--- src/rtc_rw_pkg.sv ---
// constants and types shared by the recovery / watch / clock-out block
package rtc_rw_pkg;
  // register map
  localparam logic [7:0] ADDR_CTRL1    = 8'h00;
  localparam logic [7:0] ADDR_IRQ_EN   = 8'h01;
  localparam logic [7:0] ADDR_IRQ_FLAG = 8'h02;
  localparam logic [7:0] ADDR_STATUS   = 8'h03;
  localparam logic [7:0] ADDR_CTRL_RST = 8'h04;
  localparam logic [7:0] ADDR_PCFG     = 8'h30;
  // field positions
  localparam int CTRL1_RUN_BIT   = 0;
  localparam int CTRL1_REC_BIT   = 4;
  localparam int CTRL1_CLKSEL_BIT = 7;
  localparam int SYSRST_BIT      = 4;
  localparam int VLOW1_BIT       = 2;
  localparam int VLOW2_BIT       = 3;
  localparam int CTRL_RST_BIT    = 4;
  localparam int PCFG_SCAN_BIT   = 0;
  localparam int PCFG_FSEL_LO    = 2;
  localparam int PCFG_FSEL_HI    = 3;
  localparam int NUM_SRC         = 4;
  // reset values and implemented-bit masks
  localparam logic [7:0] CTRL1_RST   = 8'h91;
  localparam logic [7:0] IRQ_EN_RST  = 8'h00;
  localparam logic [7:0] PCFG_RST    = 8'h00;
  localparam logic [7:0] ZERO8       = 8'h00;
  localparam logic [7:0] IRQ_MASK    = 8'h1f;
  localparam logic [7:0] STATUS_MASK = 8'h1c;
  // prescaler: 15-bit divider of the 32.768 kHz oscillator
  localparam int PRESC_W  = 15;
  localparam int TAP_1024 = 4;
  localparam int TAP_32   = 9;
  localparam int TAP_1    = 14;
  // watchdog: two scan intervals, counted in 1 Hz ticks
  localparam int WD_W          = 6;
  localparam int SCAN_SHORT_S  = 1;
  localparam int SCAN_LONG_S   = 16;
  localparam int WD_INTERVALS  = 2;
  localparam logic [WD_W-1:0] WD_LIMIT_SHORT =
    WD_W'(WD_INTERVALS * SCAN_SHORT_S);
  localparam logic [WD_W-1:0] WD_LIMIT_LONG =
    WD_W'(WD_INTERVALS * SCAN_LONG_S);
  // output frequency select codes
  typedef enum logic [1:0] {
    FREQ_32K  = 2'b00,
    FREQ_1024 = 2'b01,
    FREQ_32   = 2'b10,
    FREQ_1    = 2'b11
  } out_freq_t;
endpackage

--- src/tick_bus_if.sv ---
// tick and watchdog signals between the core and its helpers
`timescale 1ns/1ns
interface tick_bus_if;
  logic osc_tick;
  logic comp_add;
  logic comp_skip;
  logic sec_tick;
  logic tap_1024;
  logic tap_32;
  logic tap_1;
  logic wd_enable;
  logic scan_sel;
  logic restart;
  logic timeout;
  modport presc (input osc_tick, comp_add, comp_skip,
                 output sec_tick, tap_1024, tap_32, tap_1);
  modport wdog  (input sec_tick, wd_enable, scan_sel, restart,
                 output timeout);
  modport core  (output osc_tick, comp_add, comp_skip, wd_enable,
                 scan_sel, restart,
                 input sec_tick, tap_1024, tap_32, tap_1, timeout);
endinterface

--- src/osc_prescaler.sv ---
// compensated oscillator prescaler with clock-out taps and 1 Hz tick
`timescale 1ns/1ns
module osc_prescaler
  import rtc_rw_pkg::*;
(
  input  wire logic i_clk,
  input  wire logic i_rstn,
  tick_bus_if.presc tb
);
  logic [PRESC_W-1:0] cnt_r;
  logic [PRESC_W:0]   sum;
  logic [1:0]         inc;
  logic               tick_r;

  // compensation adds or swallows one count per event
  always_comb begin
    inc = 2'h0;
    if (tb.osc_tick && !tb.comp_skip)
      inc = tb.comp_add ? 2'h2 : 2'h1;
    else if (!tb.osc_tick && tb.comp_add)
      inc = 2'h1;
    sum = {1'b0, cnt_r} + {{(PRESC_W-1){1'b0}}, inc};
  end

  // divider chain; carry out of the top is the second tick
  always_ff @(posedge i_clk or negedge i_rstn) begin
    if (!i_rstn) begin
      cnt_r  <= '0;
      tick_r <= 1'b0;
    end else begin
      cnt_r  <= sum[PRESC_W-1:0];
      tick_r <= sum[PRESC_W];
    end
  end

  // binary taps give exact 50:50 duty
  assign tb.tap_1024 = cnt_r[TAP_1024];
  assign tb.tap_32   = cnt_r[TAP_32];
  assign tb.tap_1    = cnt_r[TAP_1];
  assign tb.sec_tick = tick_r;
endmodule

--- src/recovery_watchdog.sv ---
// self-recovery watchdog counting 1 Hz ticks since the last restart
`timescale 1ns/1ns
module recovery_watchdog
  import rtc_rw_pkg::*;
(
  input  wire logic i_clk,
  input  wire logic i_rstn,
  tick_bus_if.wdog  tb
);
  logic [WD_W-1:0] cnt_r;
  logic [WD_W-1:0] limit;
  logic            to_r;

  // two scan intervals: 1 s base or 16 s base
  assign limit = tb.scan_sel ? WD_LIMIT_LONG : WD_LIMIT_SHORT;

  // restart or disable clears; reaching the limit fires once
  always_ff @(posedge i_clk or negedge i_rstn) begin
    if (!i_rstn) begin
      cnt_r <= '0;
      to_r  <= 1'b0;
    end else begin
      to_r <= 1'b0;
      if (tb.restart || !tb.wd_enable || to_r) begin
        cnt_r <= '0;
      end else if (tb.sec_tick) begin
        if (cnt_r + 1'b1 >= limit)
          to_r <= 1'b1;
        cnt_r <= cnt_r + 1'b1;
      end
    end
  end

  assign tb.timeout = to_r;
endmodule

--- src/rtc_recovery_watch_square_wave_out.sv ---
// control registers, reset recovery, watch gate and clock output
`timescale 1ns/1ns
module rtc_recovery_watch_square_wave_out
  import rtc_rw_pkg::*;
(
  input  wire logic               i_clk,
  input  wire logic               i_rstn,
  input  wire logic [7:0]         i_reg_addr,
  input  wire logic [7:0]         i_reg_wdata,
  input  wire logic               i_reg_wr,
  input  wire logic               i_reg_rd,
  output logic      [7:0]         o_reg_rdata,
  input  wire logic               i_osc_tick,
  input  wire logic               i_osc_level,
  input  wire logic               i_comp_add,
  input  wire logic               i_comp_skip,
  input  wire logic               i_wd_kick,
  input  wire logic [NUM_SRC-1:0] i_irq_src,
  input  wire logic [1:0]         i_vlow_set,
  input  wire logic               i_square_out_enable_pin,
  output logic                    o_time_tick,
  output logic                    o_watch_run,
  output logic                    o_sysrst_pulse,
  output logic                    o_int_o,
  output logic                    o_int_oe,
  output logic                    o_square_wave_out
);
  tick_bus_if tb ();

  logic [7:0] ctrl1_r;
  logic [7:0] irq_en_r;
  logic [7:0] irq_flag_r;
  logic [7:0] status_r;
  logic [7:0] pcfg_r;
  logic [7:0] flag_set;
  logic [7:0] stat_set;
  logic [7:0] int_src;
  logic       wr_ctrl1;
  logic       wr_irq_en;
  logic       wr_flag;
  logic       wr_status;
  logic       wr_pcfg;
  logic       sw_sysrst;
  logic       soft_rst;
  logic       recovered;
  logic       tick_r;
  logic       rst_pulse_r;
  logic       int_r;
  logic       sq_r;
  logic       sq_sel;
  out_freq_t  fsel;

  //////////////////////////////////////////////////////////////////////
  // helpers

  osc_prescaler u_presc (
    .i_clk  (i_clk),
    .i_rstn (i_rstn),
    .tb     (tb.presc)
  );

  recovery_watchdog u_wdog (
    .i_clk  (i_clk),
    .i_rstn (i_rstn),
    .tb     (tb.wdog)
  );

  // the watchdog only sees seconds from the prescaler, so a stalled
  // oscillator also stalls recovery; the control logic kick and any
  // internal reset both restart it, and the reset it issues clears it
  // again, which keeps a single expiry from firing twice
  // drive the core side of the tick bus
  assign tb.osc_tick  = i_osc_tick;
  assign tb.comp_add  = i_comp_add;
  assign tb.comp_skip = i_comp_skip;
  assign tb.wd_enable = ctrl1_r[CTRL1_REC_BIT];
  assign tb.scan_sel  = pcfg_r[PCFG_SCAN_BIT];
  assign tb.restart   = i_wd_kick | soft_rst;

  //////////////////////////////////////////////////////////////////////
  // register write decode

  // register map, one byte per address:
  //   0x00 control: run bit 0, recovery enable bit 4, clock select bit 7
  //   0x01 interrupt enables, bits 4:0
  //   0x02 interrupt flags, bits 4:0, write zero clears, one keeps
  //   0x03 status: low-voltage bits 2 and 3, reset cause bit 4
  //   0x04 reset command, bit 4 set starts an internal reset
  //   0x30 persistent config: scan select bit 0, frequency bits 3:2
  // unmapped writes are dropped and unmapped reads return zero
  // strobes are single-cycle, so no write can be taken twice
  // the serial interface delivers already-decoded register accesses
  assign wr_ctrl1  = i_reg_wr && (i_reg_addr == ADDR_CTRL1);
  assign wr_irq_en = i_reg_wr && (i_reg_addr == ADDR_IRQ_EN);
  assign wr_flag   = i_reg_wr && (i_reg_addr == ADDR_IRQ_FLAG);
  assign wr_status = i_reg_wr && (i_reg_addr == ADDR_STATUS);
  assign wr_pcfg   = i_reg_wr && (i_reg_addr == ADDR_PCFG);
  assign sw_sysrst = i_reg_wr && (i_reg_addr == ADDR_CTRL_RST) &&
                     i_reg_wdata[CTRL_RST_BIT];

  // watchdog expiry issues the internal reset
  assign recovered = tb.timeout;
  assign soft_rst  = recovered | sw_sysrst;

  // hardware set sources for flag and status bits
  always_comb begin
    flag_set = ZERO8;
    stat_set = ZERO8;
    flag_set[NUM_SRC-1:0] = i_irq_src;
    flag_set[SYSRST_BIT]  = recovered;
    stat_set[VLOW1_BIT]   = i_vlow_set[0];
    stat_set[VLOW2_BIT]   = i_vlow_set[1];
    stat_set[SYSRST_BIT]  = soft_rst;
  end

  //////////////////////////////////////////////////////////////////////
  // control registers

  // power-up and internal reset share one reload image; the
  // persistent config below is deliberately outside it
  // power-up sets run, recovery enable and clock select
  // internal reset reloads control, persistent config kept
  always_ff @(posedge i_clk or negedge i_rstn) begin
    if (!i_rstn) begin
      ctrl1_r  <= CTRL1_RST;
      irq_en_r <= IRQ_EN_RST;
    end else if (soft_rst) begin
      ctrl1_r  <= CTRL1_RST;
      irq_en_r <= IRQ_EN_RST;
    end else begin
      if (wr_ctrl1)
        ctrl1_r <= i_reg_wdata;
      if (wr_irq_en)
        irq_en_r <= i_reg_wdata & IRQ_MASK;
    end
  end

  // persistent configuration survives internal resets
  always_ff @(posedge i_clk or negedge i_rstn) begin
    if (!i_rstn)
      pcfg_r <= PCFG_RST;
    else if (wr_pcfg)
      pcfg_r <= i_reg_wdata;
  end

  // flag and status bits are sticky: hardware sets them and a
  // zero written by the host clears them; an internal reset clears
  // all of them except what that reset and same-cycle events record, so the host can
  // always read back why the logic restarted
  // flags clear by writing zero or by an internal reset
  // set wins over a clear arriving in the same cycle
  always_ff @(posedge i_clk or negedge i_rstn) begin
    if (!i_rstn) begin
      irq_flag_r <= ZERO8;
      status_r   <= ZERO8;
    end else if (soft_rst) begin
      // flag set in the same cycle as the reload of the other flags
      irq_flag_r <= flag_set & IRQ_MASK;
      status_r   <= stat_set & STATUS_MASK;
    end else begin
      irq_flag_r <= ((wr_flag ? irq_flag_r & i_reg_wdata : irq_flag_r)
                     | flag_set) & IRQ_MASK;
      status_r   <= ((wr_status ? status_r & i_reg_wdata : status_r)
                     | stat_set) & STATUS_MASK;
    end
  end

  // read-back path so the host learns the reset cause
  always_ff @(posedge i_clk or negedge i_rstn) begin
    if (!i_rstn) begin
      o_reg_rdata <= ZERO8;
    end else if (i_reg_rd) begin
      unique case (i_reg_addr)
        ADDR_CTRL1:    o_reg_rdata <= ctrl1_r;
        ADDR_IRQ_EN:   o_reg_rdata <= irq_en_r;
        ADDR_IRQ_FLAG: o_reg_rdata <= irq_flag_r;
        ADDR_STATUS:   o_reg_rdata <= status_r;
        ADDR_PCFG:     o_reg_rdata <= pcfg_r;
        default:       o_reg_rdata <= ZERO8;
      endcase
    end
  end

  //////////////////////////////////////////////////////////////////////
  // watch tick

  // the time counters live outside this block; only their advance
  // pulse is gated here, so a stopped watch keeps its value and may
  // be loaded; a restart is aligned to the prescaler, not to the
  // write, so the first second after it may be short
  // run bit gates the tick
  // counters hold while the bit is zero
  always_ff @(posedge i_clk or negedge i_rstn) begin
    if (!i_rstn)
      tick_r <= 1'b0;
    else
      tick_r <= tb.sec_tick & ctrl1_r[CTRL1_RUN_BIT];
  end

  assign o_time_tick = tick_r;
  assign o_watch_run = ctrl1_r[CTRL1_RUN_BIT];

  // internal reset pulse to the rest of the chip; time is left alone
  always_ff @(posedge i_clk or negedge i_rstn) begin
    if (!i_rstn)
      rst_pulse_r <= 1'b0;
    else
      rst_pulse_r <= soft_rst;
  end

  assign o_sysrst_pulse = rst_pulse_r;

  //////////////////////////////////////////////////////////////////////
  // interrupt pin

  // sources per bit: 0 alarm, 1 timer, 2 and 3 low voltage, 4 reset
  // for bits 2 to 4 the status copy keeps the source alive, so the
  // host must clear both the flag and the status bit to release the
  // pin; a new event in the clearing cycle still wins
  // alarm and timer sources from their own flag only
  // system reset source follows its flag or its status bit
  // held until status bit cleared too
  always_comb begin
    int_src = irq_flag_r & irq_en_r;
    int_src[VLOW1_BIT]  = irq_en_r[VLOW1_BIT] &
                          (irq_flag_r[VLOW1_BIT] | status_r[VLOW1_BIT]);
    int_src[VLOW2_BIT]  = irq_en_r[VLOW2_BIT] &
                          (irq_flag_r[VLOW2_BIT] | status_r[VLOW2_BIT]);
    int_src[SYSRST_BIT] = irq_en_r[SYSRST_BIT] &
                          (irq_flag_r[SYSRST_BIT] | status_r[SYSRST_BIT]);
  end

  // open drain, driven low only when asserted
  always_ff @(posedge i_clk or negedge i_rstn) begin
    if (!i_rstn)
      int_r <= 1'b0;
    else
      int_r <= |int_src;
  end

  assign o_int_o  = 1'b0;
  assign o_int_oe = int_r;

  //////////////////////////////////////////////////////////////////////
  // square-wave clock output

  // output frequency choices:
  //   00 raw oscillator level, uncompensated, duty left to the crystal
  //   01 prescaler bit for 1024 Hz, compensated
  //   10 prescaler bit for 32 Hz, compensated
  //   11 prescaler bit for 1 Hz, compensated
  // the registered pin adds one cycle of lag to every choice, which
  // is harmless against periods of many cycles
  assign fsel = out_freq_t'(pcfg_r[PCFG_FSEL_HI:PCFG_FSEL_LO]);

  // raw oscillator versus compensated prescaler taps
  always_comb begin
    unique case (fsel)
      FREQ_32K:  sq_sel = i_osc_level;
      FREQ_1024: sq_sel = tb.tap_1024;
      FREQ_32:   sq_sel = tb.tap_32;
      FREQ_1:    sq_sel = tb.tap_1;
    endcase
  end

  // run bit deliberately absent from this path
  // select bit gates a push-pull output
  // select zero holds the pin low
  always_ff @(posedge i_clk or negedge i_rstn) begin
    if (!i_rstn)
      sq_r <= 1'b0;
    else
      sq_r <= sq_sel & ctrl1_r[CTRL1_CLKSEL_BIT] &
              i_square_out_enable_pin;
  end

  assign o_square_wave_out = sq_r;
endmodule

--- config.mk ---
export PLATFORM = sky130hd
export DESIGN_NAME = rtc_recovery_watch_square_wave_out
export DESIGN_NICKNAME = d
export VERILOG_FILES = /design/src/rtc_rw_pkg.sv /design/src/tick_bus_if.sv /design/src/osc_prescaler.sv /design/src/recovery_watchdog.sv /design/src/rtc_recovery_watch_square_wave_out.sv
export SDC_FILE = /design/constraint.sdc
export NUM_CORES = 1
export LEC_CHECK = 0
export BUFFER_PORTS_ARGS = -buffer_cell sky130_fd_sc_hd__buf_2
export CAP_MARGIN = 20
export CORE_MARGIN = 4
export CORE_UTILIZATION = 32
export DETAILED_ROUTE_END_ITERATION = 16
export PLACE_DENSITY_LB_ADDON = 0.12
export SLEW_MARGIN = 20
export SYNTH_ARGS = -nofsm -noshare
export SYNTH_HDL_FRONTEND = slang
export SYNTH_HIERARCHICAL = 1
export SYNTH_SLANG_ARGS = --single-unit
export TNS_END_PERCENT = 20
--- constraint.sdc ---
create_clock -name i_clk -period 2 [get_ports i_clk]
set_input_delay 0.2 -clock i_clk [delete_from_list [all_inputs] [get_ports i_clk]]
set_output_delay 0.2 -clock i_clk [all_outputs]
set_load 0.1 [all_outputs]
==> flow_summary.html <==
<table>
<tr><th>Metric</th><th>Value</th></tr>
<tr><th colspan="2">Critical path</th></tr>
<tr><td>Reg2reg setup slack</td><td>0.24 ns</td></tr>
<tr><td>Crit Path Category</td><td>flop to flop</td></tr>
<tr><td>Dominant delay contributor by cell family on the critical path</td><td>simple AND/OR/NAND/NOR gates</td></tr>
<tr><td>Critical path arrival</td><td>slightly below 2 ns</td></tr>
<tr><td>Path depth of the worst reg2reg path</td><td>7</td></tr>
<tr><td>Worst-path cell chain</td><td>ha_1 &gt; inv_1 &gt; fa_1 &gt; and2b_1 &gt; and3_1 &gt; nand4_1 &gt; xnor2_1</td></tr>
<tr><td>Critical-path cell with the highest stage delay</td><td>fa_1</td></tr>
<tr><td>Kind of capture point of the worst setup path</td><td>flop</td></tr>
<tr><td>Critical path origin</td><td>u_presc/cnt_r[0]$_DFF_PN0_</td></tr>
<tr><td>Origin of the critical flop-to-flop path</td><td>u_presc/cnt_r[0]$_DFF_PN0_</td></tr>
<tr><td>Buf+Inv Stages, Crit Path</td><td>1</td></tr>
<tr><td>Largest stage delay on the critical path</td><td>0.40 ns</td></tr>
<tr><td>Maximum fanout along the worst path</td><td>4</td></tr>
<tr><td>Endpoint required time on the critical path</td><td>between 2 and 2.5 ns</td></tr>
<tr><td>Startpoint type of the worst setup path</td><td>flop</td></tr>
<tr><td>Reg-to-reg critical path endpoint</td><td>u_presc/cnt_r[10]$_DFF_PN0_</td></tr>
<tr><th colspan="2">Clocking</th></tr>
<tr><td>Worst-case clock buffer depth</td><td>2</td></tr>
<tr><td>Root Buffer</td><td>clkbuf_8</td></tr>
<tr><td>Clock buffer count from CTS</td><td>9</td></tr>
<tr><td># clock sinks</td><td>64</td></tr>
<tr><td>Htree depth</td><td>3</td></tr>
<tr><td>Clk_lat worst skew</td><td>0.34 ns</td></tr>
<tr><td>CTS tree</td><td>yes</td></tr>
<tr><td>Count of cells resized by post-cts repair</td><td>0</td></tr>
<tr><td>Reg clk slew, reported paths</td><td>0.08 ns</td></tr>
<tr><th colspan="2">Floorplan</th></tr>
<tr><td>Die area</td><td>11900 um^2</td></tr>
<tr><td>Core area</td><td>9860 um^2</td></tr>
<tr><td>Effective utilization at floorplan</td><td>33.2%</td></tr>
<tr><td>Vertical die dimension</td><td>109 um</td></tr>
<tr><td>Placement Rows</td><td>36</td></tr>
<tr><td>I/O pin count</td><td>46</td></tr>
<tr><td>Width of the die</td><td>109 um</td></tr>
<tr><th colspan="2">Synth</th></tr>
<tr><td>Register bit total from synthesis</td><td>64</td></tr>
<tr><td>Most frequent cell after synthesis</td><td>dfrtp_1</td></tr>
<tr><td>Post-synthesis instance total</td><td>293</td></tr>
<tr><td>Ys Warns</td><td>6</td></tr>
<tr><td>Sequential area share after synthesis</td><td>49.0%</td></tr>
<tr><td>Post-synthesis cell type count</td><td>59</td></tr>
<tr><td>Yosys top cell by area</td><td>dfrtp_1</td></tr>
<tr><td>Top-area cell type share of the netlist area</td><td>a little under half</td></tr>
<tr><td>Net count after synthesis</td><td>~330</td></tr>
<tr><td>Cell types with the highest counts after synthesis</td><td>dfrtp_1 (61), nand4_1 (16), nor2_1 (13), xnor2_1 (13), inv_1 (11)</td></tr>
<tr><td>Count of flip-flops with a built-in enable after synthesis</td><td>0</td></tr>
<tr><td>Synth top area cells</td><td>dfrtp_1 (47%), xnor2_1 (3.5%), mux2_2 (3.1%)</td></tr>
<tr><td>Proportion of register bits with asynchronous set or reset after synthesis</td><td>between 90% and 100%</td></tr>
<tr><td>Top flip-flop cell by instance count after synthesis</td><td>dfrtp_1</td></tr>
<tr><td>Synthesized area per cell</td><td>about 11 um^2</td></tr>
<tr><td>Netlist area before placement</td><td>3280 um^2</td></tr>
<tr><th colspan="2">Timing</th></tr>
<tr><td>Part of the cycle the worst path needs</td><td>between 80% and 90%</td></tr>
<tr><td>Final min period</td><td>around 1.8 ns</td></tr>
<tr><td>Max Freq</td><td>0.568 GHz</td></tr>
<tr><td>Worst hold slack</td><td>around 0.044 ns</td></tr>
<tr><td>Finish-stage setup viols</td><td>0</td></tr>
<tr><td>Slew at the pin with the worst max-slew slack</td><td>0.710 ns</td></tr>
<tr><td>Hold violation count in the final report</td><td>0</td></tr>
<tr><td>RSZ-0062 raised after global routing</td><td>no</td></tr>
<tr><td>Pins Over Slew Limit</td><td>0</td></tr>
<tr><td>Clock skew</td><td>0.0129 ns</td></tr>
<tr><td>Max-slew headroom at the worst pin</td><td>52.6%</td></tr>
<tr><th colspan="2">Finish</th></tr>
<tr><td>Combined flip-flop and latch cell area</td><td>1610 um^2</td></tr>
<tr><td>Fraction of final layout cells with drive strength greater than 1</td><td>31.0%</td></tr>
<tr><td>Synth-to-Final Area Change</td><td>17.5%</td></tr>
<tr><td>Total of fill cells in the finished design</td><td>963</td></tr>
<tr><td>Number of standard cells in the final layout excluding fillers</td><td>between 400 and 500</td></tr>
<tr><td>Util after Layout</td><td>between 30% and 40%</td></tr>
<tr><td>Count of nets after finishing</td><td>378</td></tr>
<tr><td>Multi-input logic area</td><td>1510 um^2</td></tr>
<tr><th colspan="2">Global route</th></tr>
<tr><td>Antenna violations before repair</td><td>0</td></tr>
<tr><td>First-pass GRT wire length</td><td>13600 um</td></tr>
<tr><td>Vias in the first global route</td><td>2603</td></tr>
<tr><td>Total overflow reported by the global router</td><td>0</td></tr>
<tr><td>Total track usage</td><td>15.0%</td></tr>
<tr><td>Largest net degree at the start of global routing</td><td>65</td></tr>
<tr><th colspan="2">Run status</th></tr>
<tr><td>Outcome</td><td>finished, final reports clean</td></tr>
<tr><th colspan="2">Hold path</th></tr>
<tr><td>Worst hold-check path type</td><td>primary input to flop</td></tr>
<tr><td>Depth of the worst hold-timing path</td><td>2</td></tr>
<tr><td>Hold endpoint</td><td>irq_flag_r[1]$_DFF_PN0_</td></tr>
<tr><td>Hold path start</td><td>i_irq_src[1]</td></tr>
<tr><th colspan="2">Pwr</th></tr>
<tr><td>Pwr Total</td><td>2.92 mW</td></tr>
<tr><td>Lkg Pwr</td><td>1.75 nW</td></tr>
<tr><td>IR drop worst, VDD</td><td>0.379 mV</td></tr>
<tr><td>PD cells</td><td>759 nW/um^2</td></tr>
<tr><th colspan="2">Route</th></tr>
<tr><td>Total routed wirelength</td><td>8240 um</td></tr>
<tr><td>Drt initial violations</td><td>63</td></tr>
<tr><td>DRC violations left</td><td>0</td></tr>
<tr><td>Average wire per standard cell</td><td>17.2 um</td></tr>
<tr><td>Detailed Routing Iterations Pass 1</td><td>4</td></tr>
<tr><td>Post-DRT Antenna Nets</td><td>0</td></tr>
<tr><td>Drt via density</td><td>5.24</td></tr>
<tr><td>Via count</td><td>2510</td></tr>
<tr><th colspan="2">Place</th></tr>
<tr><td>Port Buffer Count</td><td>44</td></tr>
<tr><td>Gp weighted congestion</td><td>~0.74</td></tr>
<tr><td>Placed cell count</td><td>461</td></tr>
<tr><td>Half-perimeter wire length of the detailed placement result</td><td>around 5700 um</td></tr>
<tr><th colspan="2">Run</th></tr>
<tr><td>Number of max-cap violations</td><td>0</td></tr>
</table>
power breakdown:
group	internal, mW	total [mW]	switching [mW]
clock	0.488	1.03	0.538
combinational	0.167	0.418	0.252
sequential	1.40	1.48	0.0819
total	2.05	2.92	0.871
cells in the final DEF, fill, tap and decap left out, types with 7 or more instances in the layout:
cell type / count
a21oi_1: 10
a221o_1: 7
a31o_2: 7
buf_2: 44
buf_4: 13
clkbuf_8: 10
dfrtp_1: 61
inv_1: 11
mux2_2: 9
nand2_1: 10
nand3_1: 9
nand4_1: 16
nor2_1: 13
o21ai_0: 7
o31ai_1: 10
xnor2_1: 13
layer usage:
layer / vias up / global-route usage (%) / wire length, um
met5: - / 0 / 0
met4: 0 / 4.99 / 80
met2: 77 / 22.8 / 3850
met1: 1247 / 20.3 / 3660
met3: 6 / 4.74 / 656
li1: 1180 / - / -
worst max-delay path by stage:
stage / endpoint / slack [ns] / cells past startpoint
CTS: u_wdog/tb.timeout$_DFF_PN0_ / 0.19 / 6
floorplan: u_wdog/tb.timeout$_DFF_PN0_ / 0.10 / 9
detailed placement: u_presc/cnt_r[10]$_DFF_PN0_ / -0.007 / 10
global route: u_wdog/tb.timeout$_DFF_PN0_ / 0.01 / 6
finish: u_presc/cnt_r[10]$_DFF_PN0_ / 0.24 / 7
global placement: u_presc/cnt_r[10]$_DFF_PN0_ / 0.04 / 10
per-stage QoR:
| step | area [um^2] | setup slack [ns] | TNS (ns) |
|---|---|---|---|
| detailed placement | 3660 | -0.00748 | -0.00748 |
| finish | 3850 | 0.238 | 0 |
| global route | 3850 | 0.0123 | 0 |
| floorplan | 3280 | 0.103 | 0 |
| CTS | 3850 | 0.186 | 0 |
| global placement | 3660 | 0.0383 | 0 |
logic make-up after synthesis:
group / synth area share, %
flops: 49.0
other cells: 0.114
simple gates: 18.6
mux: 6.37
xor+xnor: 5.57
buf+inv: 5.08
compound gates: 12.8
fa+ha+maj: 2.52
repair_timing:
| action | in CTS | in global routing |
|---|---|---|
| setup endpoints to repair | 0 | 0 |
| hold buffers | 1 | 0 |
| buffers inserted | 0 | 0 |
| endpoints found under the hold margin | 61 | 0 |
state kept, by name (all words and copies together), names as in the netlist:
name                 flops
o_reg_rdata              8
u_wdog/cnt_r             6
ctrl1_r                  8
o_square_wave_out        1
irq_flag_r               5
u_wdog/tb.timeout        1
status_r                 3
pcfg_r                   8
irq_en_r                 5
u_presc/tb.sec_tick      1
o_time_tick              1
o_int_oe                 1
u_presc/cnt_r           15
o_sysrst_pulse           1
cell type report:
cell class	instances	area share [%]
Timing Repair Buffer	59	9.03
Antenna cell	1	0.0650
Sequential cell	64	41.7
Inverter	11	1.07
Clock buffer	10	3.57
Multi-Input combinational cell	195	39.1
Tap cell	133	4.32
Clock inverter	6	1.14
Power figures use the tool's default switching activity.
